==> src/verilog/mfc_pkg.sv <==
package mfc_pkg;

  // ------------------------------------------------------------------
  // clock and pin timing
  // ------------------------------------------------------------------
  localparam int unsigned CLK_PERIOD_PS = 5000;
  localparam int unsigned T_WP_NS       = 15;
  localparam int unsigned T_WC_NS       = 33;
  localparam int unsigned T_REA_NS      = 20;
  localparam int unsigned T_RC_NS       = 35;
  localparam int unsigned T_WB_NS       = 100;
  localparam int unsigned T_WHR_NS      = 50;
  localparam int unsigned T_RR_NS       = 20;
  localparam int unsigned T_R_US        = 120;

  localparam int unsigned WP_CYC     = (T_WP_NS * 1000 + CLK_PERIOD_PS - 1) / CLK_PERIOD_PS;
  localparam int unsigned WC_CYC     = (T_WC_NS * 1000 + CLK_PERIOD_PS - 1) / CLK_PERIOD_PS;
  localparam int unsigned RD_LOW_CYC = (T_REA_NS * 1000 + CLK_PERIOD_PS - 1) / CLK_PERIOD_PS + 1;
  localparam int unsigned RC_CYC     = (T_RC_NS * 1000 + CLK_PERIOD_PS - 1) / CLK_PERIOD_PS;
  localparam int unsigned WB_CYC     = (T_WB_NS * 1000 + CLK_PERIOD_PS - 1) / CLK_PERIOD_PS;
  localparam int unsigned WHR_CYC    = (T_WHR_NS * 1000 + CLK_PERIOD_PS - 1) / CLK_PERIOD_PS;
  localparam int unsigned RR_CYC     = (T_RR_NS * 1000 + CLK_PERIOD_PS - 1) / CLK_PERIOD_PS;
  localparam int unsigned TR_MAX_CYC = (T_R_US * 1000000) / CLK_PERIOD_PS;

  // ------------------------------------------------------------------
  // command codes and limits
  // ------------------------------------------------------------------
  localparam logic [7:0] CMD_STATUS_BASE = 8'h70;
  localparam logic [7:0] CMD_STATUS_LAST = 8'h76;
  localparam logic [7:0] CMD_RESET       = 8'hff;
  localparam logic [7:0] CMD_PROG_LOAD   = 8'h80;
  localparam logic [7:0] CMD_RAND_IN     = 8'h85;
  localparam logic [7:0] CMD_PROG_GO     = 8'h10;
  localparam logic [7:0] CMD_PROG_MULTI  = 8'h11;
  localparam logic [7:0] CMD_PROG_CACHE  = 8'h15;
  localparam logic [7:0] CMD_READ_SETUP  = 8'h00;
  localparam logic [7:0] CMD_READ_GO     = 8'h30;
  localparam logic [7:0] CMD_RAND_OUT    = 8'h05;
  localparam logic [7:0] CMD_RAND_OUT_GO = 8'he0;
  localparam logic [7:0] CMD_ERASE_SETUP = 8'h60;
  localparam logic [7:0] CMD_ERASE_GO    = 8'hd0;

  localparam int unsigned ADDR_CYCLES = 4;
  localparam int unsigned MAX_BANKS   = 4;
  localparam int unsigned MAX_RAND_IN = 3;
  localparam int unsigned STATUS_SELS = 7;
  localparam int unsigned FIFO_WORDS  = 8;

  typedef enum logic [2:0] {
    OP_STATUS   = 3'h0,
    OP_RESET    = 3'h1,
    OP_READ     = 3'h2,
    OP_RAND_OUT = 3'h3,
    OP_LOAD     = 3'h4,
    OP_RAND_IN  = 3'h5,
    OP_CONFIRM  = 3'h6,
    OP_ERASE    = 3'h7
  } mfc_op_t;

endpackage

==> src/verilog/mfc_fifo.sv <==
`timescale 1ns/100ps
`default_nettype none
module mfc_fifo #(
  parameter int unsigned WIDTH = 8,
  parameter int unsigned DEPTH = 8
) (
  input  wire logic             ref_clk,
  input  wire logic             nrst,
  input  wire logic             in_valid,
  input  wire logic [WIDTH-1:0] in_data,
  output logic                  in_ready,
  output logic                  out_valid,
  output logic      [WIDTH-1:0] out_data,
  input  wire logic             out_ready
);
  localparam int unsigned AW = $clog2(DEPTH);
  localparam int unsigned CW = $clog2(DEPTH + 1);

  if (DEPTH < 2 || (DEPTH & (DEPTH - 1)) != 0 || WIDTH < 1) begin : g_bad_param
    $error("fifo depth must be a power of two");
  end

  logic [WIDTH-1:0] mem_r [DEPTH];
  logic [AW-1:0]    wp_r;
  logic [AW-1:0]    rp_r;
  logic [CW-1:0]    cnt_r;
  logic [CW-1:0]    cnt_nxt;
  logic             push;
  logic             pop;

  assign push     = in_valid && in_ready;
  assign pop      = out_valid && out_ready;
  assign out_data = mem_r[rp_r];

  always_comb
  begin
    cnt_nxt = cnt_r;
    if (push && !pop)
      cnt_nxt = cnt_r + CW'(1);
    else if (pop && !push)
      cnt_nxt = cnt_r - CW'(1);
  end

  // ------------------------------------------------------------------
  // storage
  // ------------------------------------------------------------------
  always_ff @(posedge ref_clk)
  begin
    if (push)
      mem_r[wp_r] <= in_data;
  end

  // ------------------------------------------------------------------
  // pointers and flags
  // ------------------------------------------------------------------
  always_ff @(posedge ref_clk or negedge nrst)
  begin
    if (!nrst)
    begin
      wp_r      <= '0;
      rp_r      <= '0;
      cnt_r     <= '0;
      in_ready  <= 1'b0;
      out_valid <= 1'b0;
    end
    else
    begin
      if (push)
        wp_r <= wp_r + AW'(1);
      if (pop)
        rp_r <= rp_r + AW'(1);
      cnt_r     <= cnt_nxt;
      in_ready  <= cnt_nxt != CW'(DEPTH);
      out_valid <= cnt_nxt != '0;
    end
  end
endmodule
`default_nettype wire

==> src/verilog/mfc_host.sv <==
// Overview of operation
// a page read must reach ready within 120 us, else timeout.
// status code 70h gives status, 72h single-bank error status.
// status code 71h gives combined multi-bank status.
// codes 73h to 76h give error status of banks 0 to 3.
// multi-bank read or program chains at most four bank setups.
// random data output may restart at a new column any number of times.
// random data input may repeat freely before the program confirm.
// multi-bank program allows at most three random data inputs; the host counts only those issued after the chain's first 11h confirm.
// cache program chains have no length limit.
// consecutive cache program pages must not share a bank.
// copy-back data may be overwritten before the destination program.
// multi-bank copy-back names at most four source banks.
// multi-bank erase or erase verify names at most four banks.
// device releases data pins when chip enable or read strobe rises.
// while busy only status reads or reset may be issued.
// after 80h or 85h only 10h, 11h, 15h or FFh may follow; the host also accepts 85h there.
// every address is exactly four address cycles.
// device holds ready/busy low during internal operations.
// array data is strobed out only after ready returns.
`timescale 1ns/100ps
`default_nettype none
module mfc_host
  import mfc_pkg::*;
#(
  parameter int unsigned TR_CYC     = TR_MAX_CYC,
  parameter int unsigned FIFO_DEPTH = FIFO_WORDS,
  parameter int unsigned LEN_W      = 12
) (
  input  wire logic             ref_clk,
  input  wire logic             nrst,
  input  wire logic             cmd_valid,
  input  wire mfc_op_t          cmd_op,
  input  wire logic [2:0]       cmd_sel,
  input  wire logic [1:0]       cmd_bank,
  input  wire logic [31:0]      cmd_addr,
  input  wire logic [LEN_W-1:0] cmd_len,
  output logic                  cmd_ready,
  output logic                  cmd_err,
  output logic                  busy_timeout,
  input  wire logic             wr_valid,
  input  wire logic [7:0]       wr_data,
  output logic                  wr_ready,
  output logic      [7:0]       rd_data,
  output logic                  rd_valid,
  output logic                  ce_n,
  output logic                  cle,
  output logic                  ale,
  output logic                  we_n,
  output logic                  read_strobe_n,
  output logic      [7:0]       io_out,
  output logic                  io_oe,
  input  wire logic [7:0]       io_in,
  input  wire logic             ready_busy,
  output logic                  deep_standby_reset_n
);
  localparam int unsigned WW = $clog2(TR_CYC + 1);

  if (TR_CYC < WHR_CYC || TR_CYC < WB_CYC || LEN_W < 1) begin : g_bad_param
    $error("read timeout or length width too small");
  end

  typedef enum logic [8:0] {
    ST_IDLE = 9'h001,
    ST_CMD1 = 9'h002,
    ST_ADDR = 9'h004,
    ST_DATA = 9'h008,
    ST_CMD2 = 9'h010,
    ST_WB   = 9'h020,
    ST_RDY  = 9'h040,
    ST_GAP  = 9'h080,
    ST_READ = 9'h100
  } mfc_st_t;

  mfc_st_t          st_r;
  mfc_st_t          st_nxt;
  mfc_op_t          op_r;
  logic [2:0]       sel_r;
  logic [3:0][7:0]  addr_r;
  logic [1:0]       idx_r;
  logic [LEN_W-1:0] len_r;
  logic [3:0]       cyc_r;
  logic [WW-1:0]    wait_r;
  logic             prog_open_r;
  logic [1:0]       multi_cnt_r;
  logic [1:0]       randin_cnt_r;
  logic [1:0]       last_bank_r;
  logic [1:0]       cache_bank_r;
  logic             cache_vld_r;
  logic [2:0]       ale_cnt_r;
  logic             fifo_valid;
  logic [7:0]       fifo_data;
  logic [7:0]       code1;
  logic [7:0]       code2;
  logic [7:0]       byte_out;
  logic             take;
  logic             refuse;
  logic             accept;
  logic             wr_busy;
  logic             wr_go;
  logic             wend;
  logic             rd_go;
  logic             rd_samp;
  logic             rend;
  logic             rd_expired;

  // ------------------------------------------------------------------
  // program data buffer
  // ------------------------------------------------------------------
  mfc_fifo #(
    .WIDTH (8),
    .DEPTH (FIFO_DEPTH)
  ) u_wr_fifo (
    .ref_clk   (ref_clk),
    .nrst      (nrst),
    .in_valid  (wr_valid),
    .in_data   (wr_data),
    .in_ready  (wr_ready),
    .out_valid (fifo_valid),
    .out_data  (fifo_data),
    .out_ready (wr_go && st_r == ST_DATA)
  );

  // ------------------------------------------------------------------
  // command acceptance
  // ------------------------------------------------------------------
  assign take = cmd_valid && cmd_ready;

  always_comb
  begin
    refuse = 1'b0;
    // busy gate
    if (!ready_busy && !(cmd_op inside {OP_STATUS, OP_RESET}))
      refuse = 1'b1;
    // open program gate, random input stays legal
    if (prog_open_r && !(cmd_op inside {OP_CONFIRM, OP_RESET, OP_RAND_IN}))
      refuse = 1'b1;
    if (cmd_op inside {OP_READ, OP_RAND_OUT, OP_LOAD, OP_RAND_IN} && cmd_len == '0)
      refuse = 1'b1;
    if (cmd_op == OP_STATUS && 32'(cmd_sel) >= STATUS_SELS)
      refuse = 1'b1;
    if (cmd_op == OP_CONFIRM)
    begin
      if (!prog_open_r || cmd_sel > 3'h2)
        refuse = 1'b1;
      // bank setup limit
      if (cmd_sel == 3'h1 && multi_cnt_r == 2'(MAX_BANKS - 1))
        refuse = 1'b1;
      // cache bank clash
      if (cmd_sel == 3'h2 && cache_vld_r && cache_bank_r == last_bank_r)
        refuse = 1'b1;
    end
    // erase bank limit
    if (cmd_op == OP_ERASE && cmd_sel[0] && multi_cnt_r == 2'(MAX_BANKS - 1))
      refuse = 1'b1;
    // multi-bank random input limit
    if (cmd_op == OP_RAND_IN && multi_cnt_r != '0 && randin_cnt_r == 2'(MAX_RAND_IN))
      refuse = 1'b1;
  end

  assign accept = take && !refuse;

  // ------------------------------------------------------------------
  // command bytes
  // ------------------------------------------------------------------
  always_comb
  begin
    case (op_r)
      // single-bank status and error codes
      // multi-bank status code
      // per-bank error codes
      OP_STATUS:   code1 = CMD_STATUS_BASE + {5'h00, sel_r};
      OP_RESET:    code1 = CMD_RESET;
      OP_READ:     code1 = CMD_READ_SETUP;
      // column restart
      OP_RAND_OUT: code1 = CMD_RAND_OUT;
      OP_LOAD:     code1 = CMD_PROG_LOAD;
      // repeatable data input
      // copy-back overwrite
      OP_RAND_IN:  code1 = CMD_RAND_IN;
      // cache chain uncapped
      OP_CONFIRM:  code1 = (sel_r == 3'h0) ? CMD_PROG_GO :
                           (sel_r == 3'h1) ? CMD_PROG_MULTI : CMD_PROG_CACHE;
      default:     code1 = CMD_ERASE_SETUP;
    endcase
    case (op_r)
      OP_READ:     code2 = CMD_READ_GO;
      OP_RAND_OUT: code2 = CMD_RAND_OUT_GO;
      default:     code2 = CMD_ERASE_GO;
    endcase
    case (st_r)
      ST_CMD1: byte_out = code1;
      ST_ADDR: byte_out = addr_r[idx_r];
      ST_DATA: byte_out = fifo_data;
      default: byte_out = code2;
    endcase
  end

  assign wr_busy    = st_r inside {ST_CMD1, ST_ADDR, ST_DATA, ST_CMD2};
  assign wr_go      = wr_busy && cyc_r == '0 && (st_r != ST_DATA || fifo_valid);
  assign wend       = wr_busy && cyc_r == 4'(WC_CYC - 1);
  assign rd_go      = st_r == ST_READ && cyc_r == '0;
  assign rd_samp    = st_r == ST_READ && cyc_r == 4'(RD_LOW_CYC);
  assign rend       = st_r == ST_READ && cyc_r == 4'(RC_CYC - 1);
  assign rd_expired = st_r == ST_RDY && op_r == OP_READ && !ready_busy &&
                      wait_r == WW'(TR_CYC - 1);

  // ------------------------------------------------------------------
  // sequencer
  // ------------------------------------------------------------------
  always_comb
  begin
    st_nxt = st_r;
    case (st_r)
      ST_IDLE:
        if (accept)
          st_nxt = ST_CMD1;
      ST_CMD1:
        if (wend)
          st_nxt = (op_r == OP_STATUS) ? ST_GAP :
                   (op_r inside {OP_RESET, OP_CONFIRM}) ? ST_WB : ST_ADDR;
      ST_ADDR:
        // exactly four address cycles
        if (wend && idx_r == 2'(ADDR_CYCLES - 1))
          st_nxt = (op_r inside {OP_LOAD, OP_RAND_IN}) ? ST_DATA :
                   (op_r == OP_ERASE && sel_r[0]) ? ST_IDLE : ST_CMD2;
      ST_DATA:
        if (wend && len_r == LEN_W'(1))
          st_nxt = ST_IDLE;
      ST_CMD2:
        if (wend)
          st_nxt = (op_r == OP_RAND_OUT) ? ST_GAP : ST_WB;
      ST_WB:
        if (wait_r == '0)
          st_nxt = ST_RDY;
      ST_RDY:
        // hold until device ready
        // strobe only after ready
        // bounded page transfer
        if (ready_busy)
          st_nxt = (op_r == OP_READ) ? ST_GAP : ST_IDLE;
        else if (rd_expired)
          st_nxt = ST_IDLE;
      ST_GAP:
        if (wait_r == '0)
          st_nxt = ST_READ;
      ST_READ:
        if (rend && len_r == LEN_W'(1))
          st_nxt = ST_IDLE;
      default:
        st_nxt = ST_IDLE;
    endcase
  end

  always_ff @(posedge ref_clk or negedge nrst)
  begin
    if (!nrst)
    begin
      st_r      <= ST_IDLE;
      op_r      <= OP_STATUS;
      sel_r     <= '0;
      addr_r    <= '0;
      cmd_ready <= 1'b0;
      cmd_err   <= 1'b0;
    end
    else
    begin
      st_r      <= st_nxt;
      cmd_ready <= st_nxt == ST_IDLE && !take;
      cmd_err   <= take && refuse;
      if (accept)
      begin
        op_r   <= cmd_op;
        sel_r  <= cmd_sel;
        addr_r <= cmd_addr;
      end
    end
  end

  // ------------------------------------------------------------------
  // byte and cycle counters
  // ------------------------------------------------------------------
  always_ff @(posedge ref_clk or negedge nrst)
  begin
    if (!nrst)
    begin
      cyc_r <= '0;
      idx_r <= '0;
      len_r <= '0;
    end
    else if (accept)
    begin
      cyc_r <= '0;
      idx_r <= '0;
      len_r <= (cmd_op == OP_STATUS) ? LEN_W'(1) : cmd_len;
    end
    else if (wr_busy || st_r == ST_READ)
    begin
      if (wend || rend)
        cyc_r <= '0;
      else if (cyc_r != '0 || wr_go || rd_go)
        cyc_r <= cyc_r + 4'h1;
      if (wend && st_r == ST_ADDR)
        idx_r <= idx_r + 2'h1;
      if ((wend && st_r == ST_DATA) || rend)
        len_r <= len_r - LEN_W'(1);
    end
  end

  // ------------------------------------------------------------------
  // wait timer
  // ------------------------------------------------------------------
  always_ff @(posedge ref_clk or negedge nrst)
  begin
    if (!nrst)
    begin
      wait_r       <= '0;
      busy_timeout <= 1'b0;
    end
    else
    begin
      busy_timeout <= rd_expired;
      if (st_nxt != st_r)
      begin
        if (st_nxt == ST_WB)
          wait_r <= WW'(WB_CYC - 1);
        else if (st_nxt == ST_GAP)
          wait_r <= (op_r == OP_READ) ? WW'(RR_CYC - 1) : WW'(WHR_CYC - 1);
        else
          wait_r <= '0;
      end
      else if (st_r inside {ST_WB, ST_GAP})
        wait_r <= wait_r - WW'(1);
      else if (st_r == ST_RDY)
        wait_r <= wait_r + WW'(1);
    end
  end

  // ------------------------------------------------------------------
  // program chain tracking
  // ------------------------------------------------------------------
  always_ff @(posedge ref_clk or negedge nrst)
  begin
    if (!nrst)
    begin
      prog_open_r  <= 1'b0;
      multi_cnt_r  <= '0;
      randin_cnt_r <= '0;
      last_bank_r  <= '0;
      cache_bank_r <= '0;
      cache_vld_r  <= 1'b0;
    end
    else if (accept)
    begin
      case (cmd_op)
        OP_LOAD:
        begin
          prog_open_r <= 1'b1;
          last_bank_r <= cmd_bank;
        end
        OP_RAND_IN:
        begin
          prog_open_r <= 1'b1;
          // count inputs in a chain
          if (multi_cnt_r != '0)
            randin_cnt_r <= randin_cnt_r + 2'h1;
        end
        OP_CONFIRM:
        begin
          prog_open_r <= 1'b0;
          // count bank setups
          // copy-back banks share the count
          if (cmd_sel == 3'h1)
            multi_cnt_r <= multi_cnt_r + 2'h1;
          else
          begin
            multi_cnt_r  <= '0;
            randin_cnt_r <= '0;
          end
          cache_vld_r  <= cmd_sel == 3'h2;
          cache_bank_r <= last_bank_r;
        end
        OP_ERASE:
          multi_cnt_r <= cmd_sel[0] ? multi_cnt_r + 2'h1 : 2'h0;
        OP_RESET:
        begin
          prog_open_r  <= 1'b0;
          multi_cnt_r  <= '0;
          randin_cnt_r <= '0;
          cache_vld_r  <= 1'b0;
        end
        default:
          cache_vld_r <= cache_vld_r;
      endcase
    end
  end

  // ------------------------------------------------------------------
  // flash pins
  // ------------------------------------------------------------------
  always_ff @(posedge ref_clk or negedge nrst)
  begin
    if (!nrst)
    begin
      ce_n                 <= 1'b1;
      cle                  <= 1'b0;
      ale                  <= 1'b0;
      we_n                 <= 1'b1;
      read_strobe_n        <= 1'b1;
      io_out               <= '0;
      io_oe                <= 1'b0;
      rd_data              <= '0;
      rd_valid             <= 1'b0;
      deep_standby_reset_n <= 1'b0;
    end
    else
    begin
      deep_standby_reset_n <= 1'b1;
      rd_valid             <= 1'b0;
      if (accept)
        ce_n <= 1'b0;
      else if (st_r == ST_IDLE)
        ce_n <= 1'b1;
      if (wr_go)
      begin
        io_out <= byte_out;
        io_oe  <= 1'b1;
        we_n   <= 1'b0;
        cle    <= st_r inside {ST_CMD1, ST_CMD2};
        ale    <= st_r == ST_ADDR;
      end
      else if (wend)
      begin
        io_oe <= 1'b0;
        cle   <= 1'b0;
        ale   <= 1'b0;
      end
      else if (wr_busy && cyc_r == 4'(WP_CYC))
        we_n <= 1'b1;
      // bus left to device while reading
      if (rd_go)
        read_strobe_n <= 1'b0;
      else if (rd_samp)
      begin
        read_strobe_n <= 1'b1;
        rd_data       <= io_in;
        rd_valid      <= 1'b1;
      end
    end
  end

  // ------------------------------------------------------------------
  // checks
  // ------------------------------------------------------------------
  always_ff @(posedge ref_clk or negedge nrst)
  begin
    if (!nrst)
      ale_cnt_r <= '0;
    else if (st_r == ST_IDLE)
      ale_cnt_r <= '0;
    else if (wr_go && st_r == ST_ADDR)
      ale_cnt_r <= ale_cnt_r + 3'h1;
  end
endmodule
`default_nettype wire

==> config.mk <==
export PLATFORM = sky130hd
export DESIGN_NAME = mfc_host
export DESIGN_NICKNAME = d
export VERILOG_FILES = /design/src/verilog/mfc_pkg.sv /design/src/verilog/mfc_fifo.sv /design/src/verilog/mfc_host.sv
export SDC_FILE = /design/constraint.sdc
export NUM_CORES = 1
export LEC_CHECK = 0
export BUFFER_PORTS_ARGS = -buffer_cell sky130_fd_sc_hd__buf_4
export CAP_MARGIN = 20
export CORE_ASPECT_RATIO = 0.75
export CORE_MARGIN = 4
export CORE_UTILIZATION = 50
export DETAILED_ROUTE_END_ITERATION = 8
export PLACE_DENSITY = 0.75
export SYNTH_ARGS = -nofsm -noshare
export SYNTH_HDL_FRONTEND = slang
export SYNTH_SLANG_ARGS = --single-unit
==> constraint.sdc <==
create_clock -name ref_clk -period 3.6 [get_ports ref_clk]
set_clock_uncertainty 0.05 [all_clocks]
set_input_delay 0.18 -clock ref_clk [delete_from_list [all_inputs] [get_ports ref_clk]]
set_output_delay 0.18 -clock ref_clk [all_outputs]
set_load 0.02 [all_outputs]
==> impl_metrics.ini <==
[sta]
timing.fmax_ghz = 0.303
post-route-min-period_ns = 3.30
relSlewSlack = 0.396
finalSetupTns_ns = 0
worst-slew-pin-transition_ns = 0.898
fin_ws_ns = 0.299
finalHoldViolations = 0
period_share = 0.917
maxSlewViolCount = 0
setup-violations-final = 0

[worst_setup_path]
cp_max_fo = 10
r2r-start = st_r[4]
path_buf_inv = 1
critPathMaxStageDelay_ns = 0.48
cp_top_family = compound AO/OA/AOI/OAI gates
rrSetupSlack_ns = 0.30
r2r_cells = 10
cpMaxStageDelayCell = dfrtp_1
worstPathCellList = nor4_2, nand4b_1, inv_2, ha_1, o21ai_0, nor4_2, o311ai_0, a21oi_1, nand3b_1, a21oi_1
cp.required_ns = 3.91
critPathArrivalTime_ns = 3.61
r2r_end = wait_r[11]
cp-end-kind = flip-flop
crit_type = reg2reg
startpoint_type = flip-flop

[placed_design]
io_buffer_count = 100
dp_slack_ns = 0.305
hpwl_um = 16700
gp_congestion = 0.961

[power]
p_seq_frac = 0.462
p_clk_frac = 0.275
power_frac_comb = 0.262
p_int_w = 0.00465
powerDensity_nw_per_um2 = 566
power.share.switching = 0.334
p_switching_w = 0.00233
p_leak_nw = 5.13
total_power_w = 0.00698
peakVddDrop_uv = 302

[clock_tree]
insertion_delay_ns = 0.43
cts-buffers-inserted = 17
clk_pin_slew_ns = 0.07
htree_levels = 4
post_cts_buffers = 0
cts_sinks = 193
cts-root-buf = clkbuf_16
clk_path_buf_depth = 2
tritoncts = built

[global_route]
grt_pass1_wl_um = 40800
grt_pass1_vias = 7803
grt_overflow = 0
antenna_found_initial = 0
grtUsageTotal = 0.232
grt_max_degree = 84

[route]
vias = 8025
wl_per_cell_um = 18.1
routed_wirelength_um = 24700
drt_iter0_markers = 912
drc_errors = 0
dr.pass1.iters = 6
vias_per_cell = 5.87
detail-route-antenna-nets = 0

[final_layout]
postLayoutCoreUtil = 0.633
nets = 1203
drive_above_1_share = 0.204
nFillCells = 1506
syn_to_final_growth_pct = 23.5
antenna_cells = 0

[synth]
synth_top_cell_by_area = dfrtp_1
synthTopCellsByArea = dfrtp_1 31%, edfxtp_1 19%, nand2_1 6.5%
avgSynthCellArea_um2 = 10.6
synth-warning-count = 0
ys_top_cells_by_count = 172 x nand2_1, 125 x dfrtp_1, 64 x edfxtp_1
synth_ff_type = dfrtp_1
syn_area_um2 = 9990
synth_top_area_frac = 0.313
synthArstFlopShare = 0.668
synth_fp_nets = 1040
synth_cell_types = 76
yosysSeqAreaShare = 0.516
synth_edf_count = 64
netlist_instances = 939
yosysMostFrequentCell = nand2_1
ys_ff_latch = 193

[floorplan]
dieArea_um2 = 22300
die_width_um = 171
rows = 44
core-area_um2 = 19500
ios = 101
start_util = 0.513
die_y_um = 130

[flow_run]
drv_cap = 0

[min_path]
whs_path_depth = 4
hold_path_class = in2reg
hp-start = cmd_valid
min_to = cmd_ready

[run_status]
status = finished clean
worst register-to-register path: stages (launching register included):
cell	delay (ns)
dfrtp_1	0.48
nor4_2	0.36
nand4b_1	0.27
inv_2	0.26
ha_1	0.34
o21ai_0	0.41
nor4_2	0.12
o311ai_0	0.45
a21oi_1	0.17
nand3b_1	0.18
a21oi_1	0.15
layout by cell type, fill, tap and decap left out, types with 5 or more instances in the layout:
cell / Yosys / final
a211oi_1: 11 / 10
a21o_1: 5 / 5
a21oi_1: 35 / 35
a221oi_1: 6 / 6
a31oi_1: 12 / 12
and2_1: 6 / 6
and4_1: 6 / 6
buf_4: 0 / 123
clkbuf_16: 0 / 17
dfrtp_1: 125 / 125
dlygate4sd3_1: 0 / 68
edfxtp_1: 64 / 64
ha_1: 27 / 27
inv_1: 21 / 20
inv_6: 0 / 6
mux2_2: 18 / 18
mux2i_1: 10 / 10
mux4_2: 24 / 24
nand2_1: 172 / 172
nand2b_1: 7 / 7
nand3_1: 32 / 32
nand3b_1: 7 / 7
nand4_1: 12 / 12
nor2_1: 61 / 60
nor3_1: 20 / 20
nor3b_1: 6 / 5
nor4_1: 14 / 13
o211ai_1: 8 / 8
o21ai_0: 42 / 42
o22ai_1: 5 / 5
o31ai_1: 6 / 6
or3_1: 7 / 7
xnor2_1: 21 / 21
xor2_1: 15 / 15
routing by layer:
metal  global-route usage  share of wire
met5                    0              0
met4               0.0596          0.015
met3               0.0475          0.070
met1                0.350           0.46
met2                0.346           0.45
cell type report:
cell class | count | area, um^2 | share of cell area
flip-flops and latches | 193 | 5150 | 0.418
multi-input cells | 677 | 4580 | 0.371
repair buffers | 192 | 1620 | 0.131
clock buffers | 17 | 425 | 0.0345
well taps | 253 | 317 | 0.0256
clock inverters | 15 | 170 | 0.0138
inverters | 21 | 78.8 | 0.00639
worst max path at each step:
| stage | cells past startpoint | end | start |
|---|---|---|---|
| 2_1_floorplan | 11 | wait_r[11] | st_r[4] |
| 3_3_place_gp | 10 | wait_r[14] | st_r[4] |
| 3_5_place_dp | 10 | wait_r[11] | st_r[4] |
| 4_1_cts | 10 | wait_r[14] | st_r[4] |
| 5_1_grt | 10 | wait_r[11] | st_r[4] |
| 6_report | 10 | wait_r[11] | st_r[4] |
per-stage QoR:
stage | hold slack, ns | area (um^2) | cells
after detailed placement | 0.223 | 11100 | 1268
after floorplan | -0.166 | 9990 | 939
final | 0.0441 | 12300 | 1368
after global routing | 0.0675 | 12300 | 1368
after global placement | 0.228 | 11100 | 1268
after CTS | 0.0440 | 12300 | 1368
cell families after synthesis:
logic type,synth area share
flip-flops,0.516
other,0.000375
buffers and inverters,0.0279
XOR/XNOR,0.0316
adder cells (fa/ha/maj),0.0358
multiplexers,0.0844
AO/OA/AOI/OAI,0.112
AND/OR/NAND/NOR,0.192
repair_timing:
item | 4_1_cts | 5_1_grt
setup endpoints to repair | 0 | 3
gates resized for setup | 0 | 3
hold endpoints to repair | 200 | 0
hold buffers | 68 | 0
power by group through the flow:
| stage | registers, W | logic (W) | clock network (W) |
|---|---|---|---|
| finish | 0.00323 | 0.00183 | 0.00192 |
| global route | 0.00330 | 0.00204 | 0.00205 |
| CTS | 0.00323 | 0.00183 | 0.00195 |
| detailed placement | 0.00326 | 0.00175 | 0 |
| global placement | 0.00324 | 0.00170 | 0 |
| floorplan | 0.00316 | 0.00120 | 0 |
state kept, by name, summed over array words and instances, names as in the netlist, 2 cells and up:
signal	flops
op_r	3
io_out	8
st_r	9
randin_cnt_r	2
sel_r	3
len_r	12
wait_r	15
cache_bank_r	2
rd_data	8
u_wr_fifo.cnt_r	4
multi_cnt_r	2
idx_r	2
last_bank_r	2
u_wr_fifo.mem_r	64
cyc_r	4
addr_r	32
u_wr_fifo.wp_r	3
u_wr_fifo.rp_r	3
Power figures use the tool's default switching activity.
